### src/core/rfsc_pkg.sv
// Constants shared by the receive framer sync control block.
package rfsc_pkg;

  localparam int RFSC_AW = 8;
  localparam int RFSC_DW = 8;

  localparam logic [7:0] RFSC_ADDR_CTRL1_A = 8'h2B;
  localparam logic [7:0] RFSC_ADDR_CTRL2_A = 8'h2C;
  localparam logic [7:0] RFSC_ADDR_CTRL1_B = 8'hCB;
  localparam logic [7:0] RFSC_ADDR_CTRL2_B = 8'hCC;
  localparam logic [7:0] RFSC_CTRL_RST = 8'h00;
  localparam logic [7:0] RFSC_RD_UNMAPPED = 8'h00;

  localparam int RFSC_C1_LCV_SEL = 7;
  localparam int RFSC_C1_ARC = 6;
  localparam int RFSC_C1_FRAME_LOSS_SELECT_FIRST = 5;
  localparam int RFSC_C1_FRAME_LOSS_SELECT_SECOND = 4;
  localparam int RFSC_C1_CRIT = 3;
  localparam int RFSC_C1_QTIME = 2;
  localparam int RFSC_C1_NOAUTO = 1;
  localparam int RFSC_C1_RESYNC = 0;

  localparam int RFSC_C2_CODE_SEL = 7;
  localparam int RFSC_C2_YEL_METH = 2;
  localparam int RFSC_C2_FS_REPORT = 1;
  localparam int RFSC_C2_MF_FUNC = 0;

  localparam logic [4:0] RFSC_QUAL_SHORT = 5'd10;
  localparam logic [4:0] RFSC_QUAL_LONG = 5'd24;

  localparam logic [2:0] RFSC_WIN_4 = 3'd4;
  localparam logic [2:0] RFSC_WIN_5 = 3'd5;
  localparam logic [2:0] RFSC_WIN_6 = 3'd6;
  localparam logic [2:0] RFSC_OOF_ERRS = 3'd2;

  localparam logic [7:0] RFSC_IDLE_CODE = 8'h7F;
  localparam logic [7:0] RFSC_MW_SEQ [8] = '{8'h1E, 8'h0B, 8'h0B, 8'h1E,
                                           8'h9E, 8'h8B, 8'h8B, 8'h9E};

  typedef enum logic [1:0] {
    RFSC_SEARCH_FT,
    RFSC_SEARCH_FS,
    RFSC_VERIFY_CRC,
    RFSC_IN_SYNC
  } rfsc_sync_t;

endpackage

### src/core/rfsc_code_gen.sv
// Receive code generator: idle byte or the milliwatt byte sequence.
`timescale 1ns/1ps
module rfsc_code_gen
  import rfsc_pkg::*;
(
  input wire logic ref_clk,
  input wire logic nrst,
  input wire logic mw_sel,
  input wire logic byte_stb,
  output logic [7:0] code_q
);

  logic [2:0] idx_q;

  // The sequence index restarts whenever the idle code is chosen.
  always_ff @(posedge ref_clk or negedge nrst) begin
    if (!nrst) begin
      idx_q <= 3'h0;
    end else if (!mw_sel) begin
      idx_q <= 3'h0;
    end else if (byte_stb) begin
      idx_q <= idx_q + 3'h1;
    end
  end

  always_ff @(posedge ref_clk or negedge nrst) begin
    if (!nrst) begin
      code_q <= RFSC_IDLE_CODE;
    end else if (mw_sel) begin
      code_q <= RFSC_MW_SEQ[idx_q];
    end else begin
      code_q <= RFSC_IDLE_CODE;
    end
  end

endmodule

### src/core/rfsc_top.sv
// Receive framer sync control for two framers behind the control port.
`timescale 1ns/1ps
module rfsc_top
  import rfsc_pkg::*;
(
  input wire logic ref_clk,
  input wire logic nrst,
  input wire logic [RFSC_AW-1:0] addr,
  input wire logic [RFSC_DW-1:0] wdata,
  input wire logic wr_en,
  input wire logic rd_en,
  output logic [RFSC_DW-1:0] rdata_q,
  input wire logic [1:0] esf_mode,
  input wire logic [1:0] fbit_stb,
  input wire logic [1:0] fbit_err,
  input wire logic [1:0] fbit_is_fs,
  input wire logic [1:0] crc_ok,
  input wire logic [1:0] crc_err,
  input wire logic [1:0] receive_carrier_loss,
  input wire logic [1:0] lcv_evt,
  input wire logic [1:0] exz_evt,
  input wire logic [1:0] mf_stb,
  input wire logic [1:0] chan_stb,
  input wire logic [1:0] chan_bit2,
  input wire logic [1:0] frame_end_stb,
  input wire logic [1:0] sbit12_stb,
  input wire logic [1:0] sbit12_val,
  input wire logic [1:0] code_stb,
  output logic [1:0] in_sync_q,
  output logic [1:0] oof_q,
  output logic [1:0] resync_start_q,
  output logic [1:0] lcv_inc_q,
  output logic [1:0] path_code_violation_counter_inc_q,
  output logic [1:0] mos_inc_q,
  output logic [1:0] yellow_q,
  output logic [7:0] rx_code_a_q,
  output logic [7:0] rx_code_b_q
);

  logic [7:0] ctrl1_q [2];
  logic [7:0] ctrl2_q [2];
  logic [1:0] resync_prev_q;
  logic [7:0] code_q [2];

  // Control registers; reset loads RFSC_CTRL_RST until software programs them.
  always_ff @(posedge ref_clk or negedge nrst) begin
    if (!nrst) begin
      ctrl1_q[0] <= RFSC_CTRL_RST;
      ctrl2_q[0] <= RFSC_CTRL_RST;
      ctrl1_q[1] <= RFSC_CTRL_RST;
      ctrl2_q[1] <= RFSC_CTRL_RST;
    end else if (wr_en) begin
      unique case (addr)
        RFSC_ADDR_CTRL1_A: ctrl1_q[0] <= wdata;
        RFSC_ADDR_CTRL2_A: ctrl2_q[0] <= wdata;
        RFSC_ADDR_CTRL1_B: ctrl1_q[1] <= wdata;
        RFSC_ADDR_CTRL2_B: ctrl2_q[1] <= wdata;
        default: ;
      endcase
    end
  end

  // Read data is registered; unmapped addresses read zero.
  always_ff @(posedge ref_clk or negedge nrst) begin
    if (!nrst) begin
      rdata_q <= RFSC_RD_UNMAPPED;
    end else if (rd_en) begin
      unique case (addr)
        RFSC_ADDR_CTRL1_A: rdata_q <= ctrl1_q[0];
        RFSC_ADDR_CTRL2_A: rdata_q <= ctrl2_q[0];
        RFSC_ADDR_CTRL1_B: rdata_q <= ctrl1_q[1];
        RFSC_ADDR_CTRL2_B: rdata_q <= ctrl2_q[1];
        default: rdata_q <= RFSC_RD_UNMAPPED;
      endcase
    end
  end

  // Previous value of each resync request bit for edge detection.
  always_ff @(posedge ref_clk or negedge nrst) begin
    if (!nrst) begin
      resync_prev_q <= 2'b00;
    end else begin
      resync_prev_q[0] <= ctrl1_q[0][RFSC_C1_RESYNC];
      resync_prev_q[1] <= ctrl1_q[1][RFSC_C1_RESYNC];
    end
  end

  for (genvar g = 0; g < 2; g++) begin : g_framer
    rfsc_sync_t state_q;
    logic [4:0] qual_cnt_q;
    logic [5:0] err_hist_q;
    logic [5:0] hist_d;
    logic [2:0] win;
    logic [2:0] err_cnt;
    logic [4:0] qual_target;
    logic manual_req;
    logic auto_req;
    logic start;
    logic oof_evt;
    logic counts_bit;
    logic bit2_zero_q;
    logic [7:0] c1;
    logic [7:0] c2;

    assign c1 = ctrl1_q[g];
    assign c2 = ctrl2_q[g];

    assign manual_req = c1[RFSC_C1_RESYNC] && !resync_prev_q[g];

    always_comb begin
      if (c1[RFSC_C1_FRAME_LOSS_SELECT_SECOND]) begin
        win = RFSC_WIN_6;
      end else if (c1[RFSC_C1_FRAME_LOSS_SELECT_FIRST]) begin
        win = RFSC_WIN_5;
      end else begin
        win = RFSC_WIN_4;
      end
    end

    // Count errored framing bits among the newest ones in the window.
    always_comb begin
      hist_d = {err_hist_q[4:0], fbit_err[g]};
      err_cnt = 3'd0;
      for (int i = 0; i < 6; i++) begin
        if (3'(i) < win && hist_d[i]) begin
          err_cnt = err_cnt + 3'd1;
        end
      end
    end

    assign oof_evt = (state_q == RFSC_IN_SYNC) && fbit_stb[g] &&
                     (err_cnt >= RFSC_OOF_ERRS);

    // Carrier loss also qualifies only while the ARC bit is zero.
    assign auto_req = !c1[RFSC_C1_NOAUTO] &&
                      (state_q == RFSC_IN_SYNC) &&
                      (oof_evt || (!c1[RFSC_C1_ARC] &&
                                   receive_carrier_loss[g]));

    assign start = manual_req || auto_req;

    assign qual_target = c1[RFSC_C1_QTIME] ? RFSC_QUAL_LONG :
                         RFSC_QUAL_SHORT;

    // Which framing bits the current search stage qualifies on.
    always_comb begin
      if (esf_mode[g] || c1[RFSC_C1_CRIT]) begin
        counts_bit = 1'b1;
      end else if (state_q == RFSC_SEARCH_FT) begin
        counts_bit = !fbit_is_fs[g];
      end else begin
        counts_bit = fbit_is_fs[g];
      end
    end

    always_ff @(posedge ref_clk or negedge nrst) begin
      if (!nrst) begin
        err_hist_q <= 6'h00;
      end else if (start) begin
        err_hist_q <= 6'h00;
      end else if (fbit_stb[g] && state_q == RFSC_IN_SYNC) begin
        err_hist_q <= hist_d;
      end
    end

    always_ff @(posedge ref_clk or negedge nrst) begin
      if (!nrst) begin
        state_q <= RFSC_SEARCH_FT;
        qual_cnt_q <= 5'd0;
      end else if (start) begin
        state_q <= RFSC_SEARCH_FT;
        qual_cnt_q <= 5'd0;
      end else begin
        unique case (state_q)
          RFSC_SEARCH_FT,
          RFSC_SEARCH_FS: begin
            if (fbit_stb[g] && counts_bit) begin
              if (fbit_err[g]) begin
                qual_cnt_q <= 5'd0;
              end else if (qual_cnt_q + 5'd1 >= qual_target) begin
                qual_cnt_q <= 5'd0;
                if (esf_mode[g]) begin
                  state_q <= c1[RFSC_C1_CRIT] ? RFSC_VERIFY_CRC :
                             RFSC_IN_SYNC;
                end else if (c1[RFSC_C1_CRIT] ||
                             state_q == RFSC_SEARCH_FS) begin
                  state_q <= RFSC_IN_SYNC;
                end else begin
                  state_q <= RFSC_SEARCH_FS;
                end
              end else begin
                qual_cnt_q <= qual_cnt_q + 5'd1;
              end
            end
          end
          RFSC_VERIFY_CRC: begin
            if (crc_err[g]) begin
              state_q <= RFSC_SEARCH_FT;
            end else if (crc_ok[g]) begin
              state_q <= RFSC_IN_SYNC;
            end
          end
          RFSC_IN_SYNC: ;
        endcase
      end
    end

    always_ff @(posedge ref_clk or negedge nrst) begin
      if (!nrst) begin
        oof_q[g] <= 1'b0;
        in_sync_q[g] <= 1'b0;
        resync_start_q[g] <= 1'b0;
      end else begin
        oof_q[g] <= oof_evt || (oof_q[g] && !start);
        in_sync_q[g] <= (state_q == RFSC_IN_SYNC) && !start;
        resync_start_q[g] <= start;
      end
    end

    always_ff @(posedge ref_clk or negedge nrst) begin
      if (!nrst) begin
        lcv_inc_q[g] <= 1'b0;
        path_code_violation_counter_inc_q[g] <= 1'b0;
        mos_inc_q[g] <= 1'b0;
      end else begin
        lcv_inc_q[g] <= lcv_evt[g] ||
                        (c1[RFSC_C1_LCV_SEL] && exz_evt[g]);
        path_code_violation_counter_inc_q[g] <=
          fbit_stb[g] && fbit_err[g] && (state_q == RFSC_IN_SYNC) &&
          (!fbit_is_fs[g] || c2[RFSC_C2_FS_REPORT]);
        if (c2[RFSC_C2_MF_FUNC]) begin
          mos_inc_q[g] <= mf_stb[g] && !in_sync_q[g];
        end else begin
          mos_inc_q[g] <= fbit_stb[g] && fbit_err[g];
        end
      end
    end

    // Bit-2 tracker: stays set while every channel's bit 2 is zero.
    always_ff @(posedge ref_clk or negedge nrst) begin
      if (!nrst) begin
        bit2_zero_q <= 1'b1;
      end else if (frame_end_stb[g]) begin
        bit2_zero_q <= 1'b1;
      end else if (chan_stb[g] && chan_bit2[g]) begin
        bit2_zero_q <= 1'b0;
      end
    end

    always_ff @(posedge ref_clk or negedge nrst) begin
      if (!nrst) begin
        yellow_q[g] <= 1'b0;
      end else if (esf_mode[g]) begin
        yellow_q[g] <= 1'b0;
      end else if (c2[RFSC_C2_YEL_METH]) begin
        if (sbit12_stb[g]) begin
          yellow_q[g] <= sbit12_val[g];
        end
      end else if (frame_end_stb[g]) begin
        yellow_q[g] <= bit2_zero_q && !(chan_stb[g] && chan_bit2[g]);
      end
    end

    rfsc_code_gen u_code (
      .ref_clk(ref_clk),
      .nrst(nrst),
      .mw_sel(c2[RFSC_C2_CODE_SEL]),
      .byte_stb(code_stb[g]),
      .code_q(code_q[g])
    );
  end

  assign rx_code_a_q = code_q[0];
  assign rx_code_b_q = code_q[1];

endmodule
### config.mk
export PLATFORM = sky130hd
export DESIGN_NAME = rfsc_top
export DESIGN_NICKNAME = d
export VERILOG_FILES = /design/src/core/rfsc_pkg.sv /design/src/core/rfsc_code_gen.sv /design/src/core/rfsc_top.sv
export SDC_FILE = /design/constraint.sdc
export NUM_CORES = 1
export LEC_CHECK = 0
export BUFFER_PORTS_ARGS = -buffer_cell sky130_fd_sc_hd__buf_2
export CORE_AREA = 10 10 163 89
export CTS_CLUSTER_DIAMETER = 40
export DETAILED_ROUTE_END_ITERATION = 16
export DIE_AREA = 0 0 173 99
export PLACE_DENSITY = 0.7
export SLEW_MARGIN = 20
export SYNTH_ARGS = -nofsm -noshare
export SYNTH_HDL_FRONTEND = slang
export SYNTH_SLANG_ARGS = --single-unit
export TNS_END_PERCENT = 30
### constraint.sdc
create_clock -name ref_clk -period 6.1 [get_ports ref_clk]
set_input_delay 0.305 -clock ref_clk [delete_from_list [all_inputs] [get_ports ref_clk]]
set_output_delay 0.305 -clock ref_clk [all_outputs]
set_load 0.1 [all_outputs]
==> results of run 1 <==
==> per-stage QoR <==
stage / instance area [um2] / util [%] / hold WS (ns) / total power, mW
after floorplan: 5150 / - / 0.00941 / 0.905
after global placement: 5660 / 48.6 / 0.179 / 0.971
after detailed placement: 5660 / 48.6 / 0.182 / 0.977
after CTS: 6000 / 51.6 / 0.133 / 1.60
after global routing: 6030 / 51.8 / 0.131 / 1.67
final: 6030 / 51.8 / 0.140 / 1.58
==> report_power, final <==
part | internal, mW | switching [mW]
logic | 0.102 | 0.156
clock network | 0.381 | 0.234
registers | 0.672 | 0.0374
total | 1.15 | 0.427
==> worst max-delay path: cells and delay by family (launching register included) <==
family                     cells  cell delay [ns]
xor gates and xnor gates       2             0.60
DFF                            1             0.41
adders and majority gates      3             0.83
buffers and inverters          1             0.08
muxes                          2             0.52
AOI/OAI and AO/OA              3             0.87
and+or+nand+nor                3             0.34
==> layout make-up <==
cell class                 count  area (um2)  area share [%]
multi-input combinational    337        2510            41.6
sequential                    96        2410            40.0
timing repair buffer          88         473            7.85
clock buffer                  11         253            4.19
tap                          165         206            3.43
inverter                      25        93.8            1.56
clock inverter                 5        78.8            1.31
==> per-layer routing <==
| layer | GRT usage [%] | wire, um | vias up |
|---|---|---|---|
| li1 | - | - | 1820 |
| met1 | 15.7 | 4900 | 1791 |
| met2 | 23.3 | 5700 | 47 |
| met3 | 3.39 | 420 | 9 |
| met4 | 3.75 | 122 | 0 |
| met5 | 0 | 0 | - |
==> logic make-up (layout without fill, tap and decap cells) <==
| family | count (synthesis) | count (layout) | synth area share [%] |
|---|---|---|---|
| AO/OA/AOI/OAI | 94 | 94 | 13.9 |
| XOR/XNOR | 22 | 22 | 4.02 |
| adder cells (fa/ha/maj) | 20 | 20 | 4.87 |
| buffers and inverters | 42 | 129 | 4.48 |
| flip-flops | 96 | 96 | 46.9 |
| multiplexers | 47 | 47 | 10.0 |
| other | 1 | 4 | 0.0730 |
| AND/OR/NAND/NOR | 150 | 150 | 15.7 |
==> Yosys cell counts, drive strengths merged (3+ instances only) <==
cell	number	area (um2)
dfrtp	88	2200
xnor2	14	123
nand3	18	90.1
buf	15	129
xor2	7	61.3
inv	25	93.8
nand3b	3	22.5
a211oi	7	57.6
and3	3	18.8
nor2b	10	62.6
nand2b	6	37.5
nor3	9	45.0
nor2	36	208
a21o	3	22.5
mux2i	14	144
a22o	16	140
a311oi	3	38.8
ha	20	250
dfstp	8	210
mux2	33	372
o21ai	24	120
a21oi	22	163
nand2	50	193
==> placed cells by master, fill, tap and decap left out, types with 9 or more instances in the layout <==
| master | count |
|---|---|
| sky130_fd_sc_hd__mux2_2 | 24 |
| sky130_fd_sc_hd__o21ai_0 | 23 |
| sky130_fd_sc_hd__nor2_4 | 9 |
| sky130_fd_sc_hd__a21oi_1 | 12 |
| sky130_fd_sc_hd__nand2_1 | 48 |
| sky130_fd_sc_hd__nand3_1 | 18 |
| sky130_fd_sc_hd__buf_2 | 84 |
| sky130_fd_sc_hd__clkbuf_16 | 9 |
| sky130_fd_sc_hd__nor3_1 | 9 |
| sky130_fd_sc_hd__xnor2_1 | 14 |
| sky130_fd_sc_hd__nor2_1 | 25 |
| sky130_fd_sc_hd__ha_1 | 20 |
| sky130_fd_sc_hd__inv_1 | 25 |
| sky130_fd_sc_hd__mux2_1 | 9 |
| sky130_fd_sc_hd__dfrtp_1 | 88 |
| sky130_fd_sc_hd__nor2b_1 | 10 |
| sky130_fd_sc_hd__a22o_1 | 16 |
| sky130_fd_sc_hd__mux2i_1 | 13 |
==> flip-flops by register name (all words and copies together), names as in the netlist <==
| register | flops |
|---|---|
| in_sync_q | 2 |
| g_framer.u_code.code_q | 8 |
| oof_q | 2 |
| g_framer.c1 | 16 |
| lcv_inc_q | 2 |
| g_framer.err_hist_q | 10 |
| g_framer.qual_cnt_q | 10 |
| g_framer.bit2_zero_q | 2 |
| path_code_violation_counter_inc_q | 2 |
| g_framer.c2 | 16 |
| g_framer.u_code.idx_q | 6 |
| yellow_q | 2 |
| rdata_q | 8 |
| resync_start_q | 2 |
| mos_inc_q | 2 |
| g_framer.state_q | 4 |
| resync_prev_q | 2 |
==> worst paths after layout <==
| check | slack, ns | end | start |
|---|---|---|---|
| worst max-delay path | 2.29 | g_framer[1].state_q[1] | g_framer[1].err_hist_q[0] |
| worst min-delay path | 0.14 | lcv_inc_q[0] | lcv_evt[0] |
| worst max register to register | 2.29 | g_framer[1].state_q[1] | g_framer[1].err_hist_q[0] |
| worst min register to register | 0.43 | resync_prev_q[0] | g_framer[0].c1[0] |
| max in group asynchronous | 4.78 | g_framer[1].u_code.code_q[4] | nrst |
| min in group asynchronous | 0.36 | g_framer[1].state_q[0] | nrst |
==> results.toml, run 1 <==
[outcome]
outcome = "finished, final reports clean"

[power_and_ir_drop]
power_density_mw_per_mm2 = 263
vdd_drop_max_mv = 0.171
p_leak_nw = 2.87

[worst_setup_path]
critical_path.max_stage_delay_ns = 0.66
r2r_cells = 14
worst_ep_arrival_time_ns = 3.99
crit_fanout = 14
setup.worst_path.start_class = "flop"
kind_of_critical_path = "reg2reg"
timing.critical_path.to_type = "flop"
critical_path.cell_chain = "inv_1 -> ha_1 -> nand2b_1 -> mux2i_1 -> nor2_1 -> ha_1 -> mux2_2 -> ha_1 -> nand3_1 -> xnor3_1 -> xnor2_1 -> o31ai_2 -> a21oi_2 -> a211oi_1"
crit_path_required_time_ns = 6.28
critPathSlowestCell = "sky130_fd_sc_hd__a21oi_2"
cpMostUsedCell = "sky130_fd_sc_hd__ha_1"

[synth]
synth_async_sr_flop_share_pct = 100
avgSynthCellArea_um2 = 10.9
synthCells = 472
ys.flop_type = "sky130_fd_sc_hd__dfrtp_1"
cell_area_after_synthesis_mm2 = 0.00514
ys_seq_area_share_pct = 46.9
yosysUniqueCellTypes = 64
count_of_yosys_warnings_during_synthesis = 0
synth_enable_flop_cells = 0
yosys_register_bits = 96

[placed_design]
post_placement_cell_count = 709
globalplace.congestion = 0.862
pre_cts_ws_ns = 2.15
port_buffers = 85
dpl.hpwl_um = 8340

[clock_tree]
worst_setup_hold_path_clk_slew_ns = 0.06
cts_resized = 0
root_buffer = "sky130_fd_sc_hd__clkbuf_16"
postCtsSetupRepairBufs = 0
tritoncts = "built"
clock_latency_ns = 0.34
cts-hold-fix-buffers = 1
numClockSinks = 96
number_of_buffers_created_by_cts = 9
cts-htree-levels = 3
max-clock-path-buffers = 2

[timing]
setup_tns_ns = 0
timing.max_slew.rel_slack_pct = 44.2
report.final.setup_viol = 0
finalWorstSetupSlack_ns = 2.29
final-hold-violation-count = 0
max_freq_ghz = 0.262
report.final.slew_viol_count = 0
timing_worst_slew_pin_value_ns = 0.838
finalCritPeriodShare_pct = 62.5
finalClockSkew_ns = 0.00671
grt_setup_unrepaired = "false"
fin_crit_ns = 3.81

[die]
floorplan.die.height_um = 99
num_rows = 28
start_util_pct = 44.2
die_area_mm2 = 0.0171
die_width_um = 173
ios = 90
core_area_mm2 = 0.0116

[global_route]
global_route_wire_length_before_repair_um = 18700
grt_start_max_net_pins = 81
antenna_found_initial = 0
via_count_of_the_first_global_routing_pass = 3763
overflow = 0
grtUsageTotal_pct = 13.2

[route]
via_per_inst = 5.04
route.detailed.drc = 0
route.final.wire_length_um = 11100
vias = 3667
drt-pass1-iter-count = 4
detailedRoute.firstIterationViolations = 141
routed_wire_length_per_instance_um = 15.3
drtAntennaViolNets = 0

[final_layout]
layout.nets = 629
final_cells = 727
layout-area-overhead-vs-synth_pct = 17.2
post_route_cells_drive_above_1_share_pct = 30.6
antenna-diode-count = 0
layout.filler_cells = 1033

[hold_path]
path_category_of_the_worst_min_delay_check = "in2reg"
worst_hold_path.num_cells = 2

[run]
max_cap_violations = 0
Note: power is estimated with default switching activity, not from simulation.
==> inputs of run 2 (changes only) <==
==> constraint.sdc (replaced) <==
create_clock -name ref_clk -period 3.6 [get_ports ref_clk]
set_input_delay 0.18 -clock ref_clk [delete_from_list [all_inputs] [get_ports ref_clk]]
set_output_delay 0.18 -clock ref_clk [all_outputs]
set_load 0.1 [all_outputs]
==> results.toml, run 2 (synthesis results as in run 1) <==
[outcome]
outcome = "finished, final reports clean"

[die]
core_area_mm2 = 0.0116
die_width_um = 173
num_rows = 28
die_area_mm2 = 0.0171
ios = 90
start_util_pct = 44.2
floorplan.die.height_um = 99

[worst_setup_path]
crit_path_required_time_ns = 3.87
setup.worst_path.start_class = "flop"
kind_of_critical_path = "reg2reg"
crit_fanout = 3
timing.critical_path.to_type = "flop"
worst_ep_arrival_time_ns = 3.63
timing.reg2reg.setup_slack_ns = 0.24

[route]
drtAntennaViolNets = 0
route.detailed.drc = 0
drt-pass1-iter-count = 4
routed_wire_length_per_instance_um = 15.4
vias = 3743
route.final.wire_length_um = 11400
via_per_inst = 5.08
detailedRoute.firstIterationViolations = 205

[clock_tree]
root_buffer = "sky130_fd_sc_hd__clkbuf_16"
max-clock-path-buffers = 2
tritoncts = "built"
number_of_buffers_created_by_cts = 9
cts-htree-levels = 3
numClockSinks = 96
worst_setup_hold_path_clk_slew_ns = 0.06
clock_latency_ns = 0.34

[timing]
grt_setup_unrepaired = "false"
finalWorstSetupSlack_ns = 0.241
max_freq_ghz = 0.298
finalCritPeriodShare_pct = 93.3
final-hold-violation-count = 0
fin_crit_ns = 3.36
report.final.setup_viol = 0
report.final.slew_viol_count = 0
finalHoldWorstSlack_ns = 0.0119
setup_tns_ns = 0
finalClockSkew_ns = 0.00654
timing_worst_slew_pin_value_ns = 0.771
timing.max_slew.rel_slack_pct = 48.5

[global_route]
grtUsageTotal_pct = 13.1
global_route_wire_length_before_repair_um = 18700
antenna_found_initial = 0
grt_start_max_net_pins = 85
via_count_of_the_first_global_routing_pass = 3682
overflow = 0

[power_and_ir_drop]
power_density_mw_per_mm2 = 440
vdd_drop_max_mv = 0.303
total_power_mw = 2.70
p_leak_nw = 2.92

[final_layout]
multiInputGateArea_mm2 = 0.00256
layout.nets = 639
layout.cells.most_common = "sky130_fd_sc_hd__dfrtp_1"
final_core_utilization_pct = 52.6
layout.filler_cells = 1073
ff_latch_area_mm2 = 0.00241
final_cell_mix = "sky130_fd_sc_hd__dfrtp_1, sky130_fd_sc_hd__buf_2, sky130_fd_sc_hd__nand2_1"
antenna-diode-count = 0
layout-area-overhead-vs-synth_pct = 19.1
post_route_cells_drive_above_1_share_pct = 32.0

[placed_design]
dpl.hpwl_um = 8400
pre_cts_ws_ns = -0.0884
globalplace.congestion = 0.863
port_buffers = 85

[run]
max_cap_violations = 0

[hold_path]
path_category_of_the_worst_min_delay_check = "in2reg"
-- run 2: final cells by class --
class                           instances  area share, %
Inverter                               25           1.53
Sequential cell                        96           39.4
Tap cell                              165           3.37
Clock buffer                           11           3.96
Multi-Input combinational cell        338           41.8
Clock inverter                          5           1.29
Timing Repair Buffer                   97           8.62
-- run 2: report_power, final --
| group | internal (mW) | total, mW | switching [mW] | leakage, nW |
|---|---|---|---|---|
| Combinational | 0.188 | 0.466 | 0.278 | 1.47 |
| Sequential | 1.14 | 1.20 | 0.0589 | 1.29 |
| Clock | 0.628 | 1.03 | 0.404 | 0.160 |
| Total | 1.95 | 2.70 | 0.741 | 2.92 |
-- run 2: per-stage QoR --
stage / area (um2) / cells
final: 6120 / 737
after global placement: 5690 / 714
after global routing: 6120 / 737
after CTS: 6020 / 730
after detailed placement: 5690 / 714
after floorplan: 5150 / 475
-- run 2: layer usage --
layer	routed length [um]	global-route usage, %	up-vias
met4	118	3.56	0
met3	411	3.31	11
met5	0	0	-
li1	-	-	1847
met1	5110	16.2	1825
met2	5740	22.5	60
-- run 2: worst max-delay path, cell delays in order, from the launching register on --
cell	delay, ns
sky130_fd_sc_hd__dfrtp_1	0.37
sky130_fd_sc_hd__inv_1	0.09
sky130_fd_sc_hd__ha_1	0.19
sky130_fd_sc_hd__mux2i_1	0.19
sky130_fd_sc_hd__mux2i_1	0.25
sky130_fd_sc_hd__nor2_1	0.08
sky130_fd_sc_hd__ha_1	0.31
sky130_fd_sc_hd__mux2_2	0.27
sky130_fd_sc_hd__ha_1	0.19
sky130_fd_sc_hd__nand3_1	0.09
sky130_fd_sc_hd__xnor3_1	0.26
sky130_fd_sc_hd__xnor2_2	0.17
sky130_fd_sc_hd__o31ai_4	0.34
sky130_fd_sc_hd__buf_6	0.16
sky130_fd_sc_hd__a21oi_4	0.06
sky130_fd_sc_hd__buf_4	0.18
sky130_fd_sc_hd__a21oi_2	0.09
-- run 2: worst paths after layout --
check | depth (start not counted) | to | start
max | 16 | g_framer[1].err_hist_q[2] | g_framer[1].err_hist_q[0]
min | 2 | lcv_inc_q[0] | lcv_evt[0]
max reg2reg | 16 | g_framer[1].err_hist_q[2] | g_framer[1].err_hist_q[0]
min reg2reg | 0 | resync_prev_q[1] | g_framer[1].c1[0]
max in group asynchronous | 3 | g_framer[0].c2[0] | nrst
min in group asynchronous | 2 | g_framer[1].qual_cnt_q[1] | nrst
-- run 2: timing repair --
action / CTS / global route
gates cloned: 0 / 1
hold buffers: 0 / 1
resized for setup: 1 / 5
pin swaps: 0 / 4
setup buffers: 0 / 5
endpoints found under the hold margin: 0 / 75
setup endpoints to repair: 14 / 14
==> inputs of run 3 (changes only) <==
--- a/config.mk
+++ b/config.mk
@@ -5,12 +5,12 @@
 export SDC_FILE = /design/constraint.sdc
 export NUM_CORES = 1
 export LEC_CHECK = 0
-export BUFFER_PORTS_ARGS = -buffer_cell sky130_fd_sc_hd__buf_2
 export CORE_AREA = 10 10 163 89
 export CTS_CLUSTER_DIAMETER = 40
 export DETAILED_ROUTE_END_ITERATION = 16
 export DIE_AREA = 0 0 173 99
-export PLACE_DENSITY = 0.7
+export DONT_BUFFER_PORTS = 1
+export PLACE_DENSITY = 0.64
 export SLEW_MARGIN = 20
 export SYNTH_ARGS = -nofsm -noshare
 export SYNTH_HDL_FRONTEND = slang
==> results.toml, run 3 (synthesis results as in run 1) <==
[outcome]
outcome = "finished, final reports clean"

[timing]
final-hold-violation-count = 0
max_freq_ghz = 0.303
grt_setup_unrepaired = "false"
report.final.setup_viol = 0
setup_tns_ns = 0
finalCritPeriodShare_pct = 91.6
report.final.slew_viol_count = 0
timing.max_slew.rel_slack_pct = 35.2
timing_worst_slew_pin_value_ns = 0.975
fin_crit_ns = 3.30
finalClockSkew_ns = 0.00622

[worst_setup_path]
reg2reg_from = "g_framer[1].err_hist_q[0]"
crit_fanout = 7
worst_ep_arrival_time_ns = 3.57
timing.critical_path.to_type = "flop"
timing.reg2reg.setup_slack_ns = 0.30
crit-reg2reg-capture = "g_framer[1].qual_cnt_q[0]"
setup.worst_path.start_class = "flop"
kind_of_critical_path = "reg2reg"
r2r_cells = 15
crit_path_required_time_ns = 3.87

[run]
max_cap_violations = 0

[global_route]
antenna_found_initial = 0
via_count_of_the_first_global_routing_pass = 3589
global_route_wire_length_before_repair_um = 18400
grt_start_max_net_pins = 97
grtUsageTotal_pct = 12.9
overflow = 0

[final_layout]
antenna-diode-count = 0
layout.filler_cells = 1041
post_route_cells_drive_above_1_share_pct = 18.5
layout-area-overhead-vs-synth_pct = 15.1
layout.cells.most_common = "sky130_fd_sc_hd__dfrtp_1"
layout.nets = 574
final_cell_mix = "sky130_fd_sc_hd__dfrtp_1, sky130_fd_sc_hd__nand2_1, sky130_fd_sc_hd__inv_1, sky130_fd_sc_hd__nor2_1"

[power_and_ir_drop]
netSwitchingPower_mw = 0.725
sw_frac_of_total_pct = 27.1
clock_power_share_pct = 38.4
total_power_mw = 2.68
seq_power_share_pct = 47.2
power_density_mw_per_mm2 = 453
combPwrFrac_pct = 14.5
p_leak_nw = 2.64
intPower_mw = 1.95
vdd_drop_max_mv = 0.209

[clock_tree]
number_of_buffers_created_by_cts = 9
tritoncts = "built"
clock_latency_ns = 0.34
cts-htree-levels = 3
root_buffer = "sky130_fd_sc_hd__clkbuf_16"
worst_setup_hold_path_clk_slew_ns = 0.07
numClockSinks = 96
max-clock-path-buffers = 2

[hold_path]
worst_hold_path.num_cells = 2
holdCritStartpoint = "code_stb[0]"
whs_endpoint = "g_framer[0].u_code.idx_q[1]"
path_category_of_the_worst_min_delay_check = "in2reg"

[route]
detailedRoute.firstIterationViolations = 199
drtAntennaViolNets = 0
routed_wire_length_per_instance_um = 16.5
vias = 3551
drt-pass1-iter-count = 4
via_per_inst = 5.28
route.detailed.drc = 0
route.final.wire_length_um = 11100

[die]
ios = 90
die_width_um = 173
num_rows = 28
start_util_pct = 44.2
floorplan.die.height_um = 99
core_area_mm2 = 0.0116
die_area_mm2 = 0.0171

[placed_design]
globalplace.congestion = 0.822
dpl.hpwl_um = 8050
port_buffers = 0
## run 3: changes by cell type in the layout (fill, tap and decap cells not counted), sizes merged
| cell | previous run | this run |
|---|---|---|
| a21oi | 23 | 22 |
| clkinvlp | 0 | 2 |
| clkinv | 2 | 1 |
| dlygate4sd3 | 1 | 24 |
| buf | 96 | 9 |
| inv | 26 | 25 |
## run 3: repair_timing
action	CTS	global route
setup buffers	0	2
gates resized for setup	1	2
endpoints found under the setup margin	6	13
hold endpoints to repair	148	0
hold buffers	25	0
pin swaps	0	3
cloned	0	0
## run 3: worst max-delay path, cell delays in order (launching register included)
cell,delay [ns]
sky130_fd_sc_hd__dfrtp_1,0.40
sky130_fd_sc_hd__inv_1,0.12
sky130_fd_sc_hd__ha_4,0.22
sky130_fd_sc_hd__nand2b_1,0.15
sky130_fd_sc_hd__mux2i_1,0.21
sky130_fd_sc_hd__nor2_1,0.09
sky130_fd_sc_hd__ha_1,0.31
sky130_fd_sc_hd__mux2_2,0.27
sky130_fd_sc_hd__ha_1,0.19
sky130_fd_sc_hd__nand3_1,0.08
sky130_fd_sc_hd__xnor3_1,0.23
sky130_fd_sc_hd__xnor2_1,0.15
sky130_fd_sc_hd__o31ai_2,0.35
sky130_fd_sc_hd__a21oi_4,0.17
sky130_fd_sc_hd__buf_4,0.19
sky130_fd_sc_hd__nor2_1,0.10
## run 3: area by class of cell
cell class | instances | area (um2) | area share [%]
clock buffers | 11 | 243 | 4.10
clock inverters | 5 | 80.1 | 1.35
inverters | 25 | 93.8 | 1.59
multi-input cells | 337 | 2540 | 42.9
flip-flops and latches | 96 | 2410 | 40.8
well taps | 165 | 206 | 3.49
repair buffers | 33 | 340 | 5.75
## run 3: layer usage
metal | vias up | GRT usage, % | part of all wire, %
li1 | 1716 | - | -
met1 | 1746 | 15.6 | 45
met2 | 72 | 22.0 | 49
met3 | 17 | 3.88 | 4.9
met4 | 0 | 3.82 | 1.4
met5 | - | 0 | 0
## run 3: per-stage QoR
step | setup slack (ns) | instances | utilization (%) | area (um2) | hold WS [ns]
finish | 0.304 | 672 | 50.9 | 5920 | 0.0150
global placement | 0.0419 | 629 | 45.3 | 5270 | -0.111
floorplan | 0.354 | 475 | - | 5150 | -0.116
detailed placement | -0.0637 | 629 | 45.3 | 5270 | -0.112
CTS | 0.0768 | 670 | 50.4 | 5860 | 0.00516
global route | 0.0452 | 672 | 50.9 | 5920 | 0.0213
## run 3: worst max-delay path by stage
stage / startpoint / to / slack [ns] / cells after the start
after global routing: g_framer[1].err_hist_q[0] / g_framer[1].qual_cnt_q[0] / 0.05 / 15
after floorplan: g_framer[1].err_hist_q[0] / g_framer[1].qual_cnt_q[0] / 0.35 / 15
after CTS: g_framer[1].err_hist_q[0] / g_framer[1].qual_cnt_q[0] / 0.08 / 15
final: g_framer[1].err_hist_q[0] / g_framer[1].qual_cnt_q[0] / 0.30 / 15
after detailed placement: g_framer[1].err_hist_q[0] / g_framer[1].qual_cnt_q[0] / -0.06 / 15
after global placement: g_framer[1].err_hist_q[0] / g_framer[1].qual_cnt_q[0] / 0.04 / 15
## run 3: power groups by stage
| stage | clock network, mW | registers, mW | logic (mW) |
|---|---|---|---|
| after floorplan | 0 | 1.25 | 0.279 |
| after global placement | 0 | 1.28 | 0.311 |
| after detailed placement | 0 | 1.28 | 0.318 |
| after CTS | 1.05 | 1.26 | 0.373 |
| after global routing | 1.09 | 1.27 | 0.439 |
| final | 1.03 | 1.26 | 0.388 |
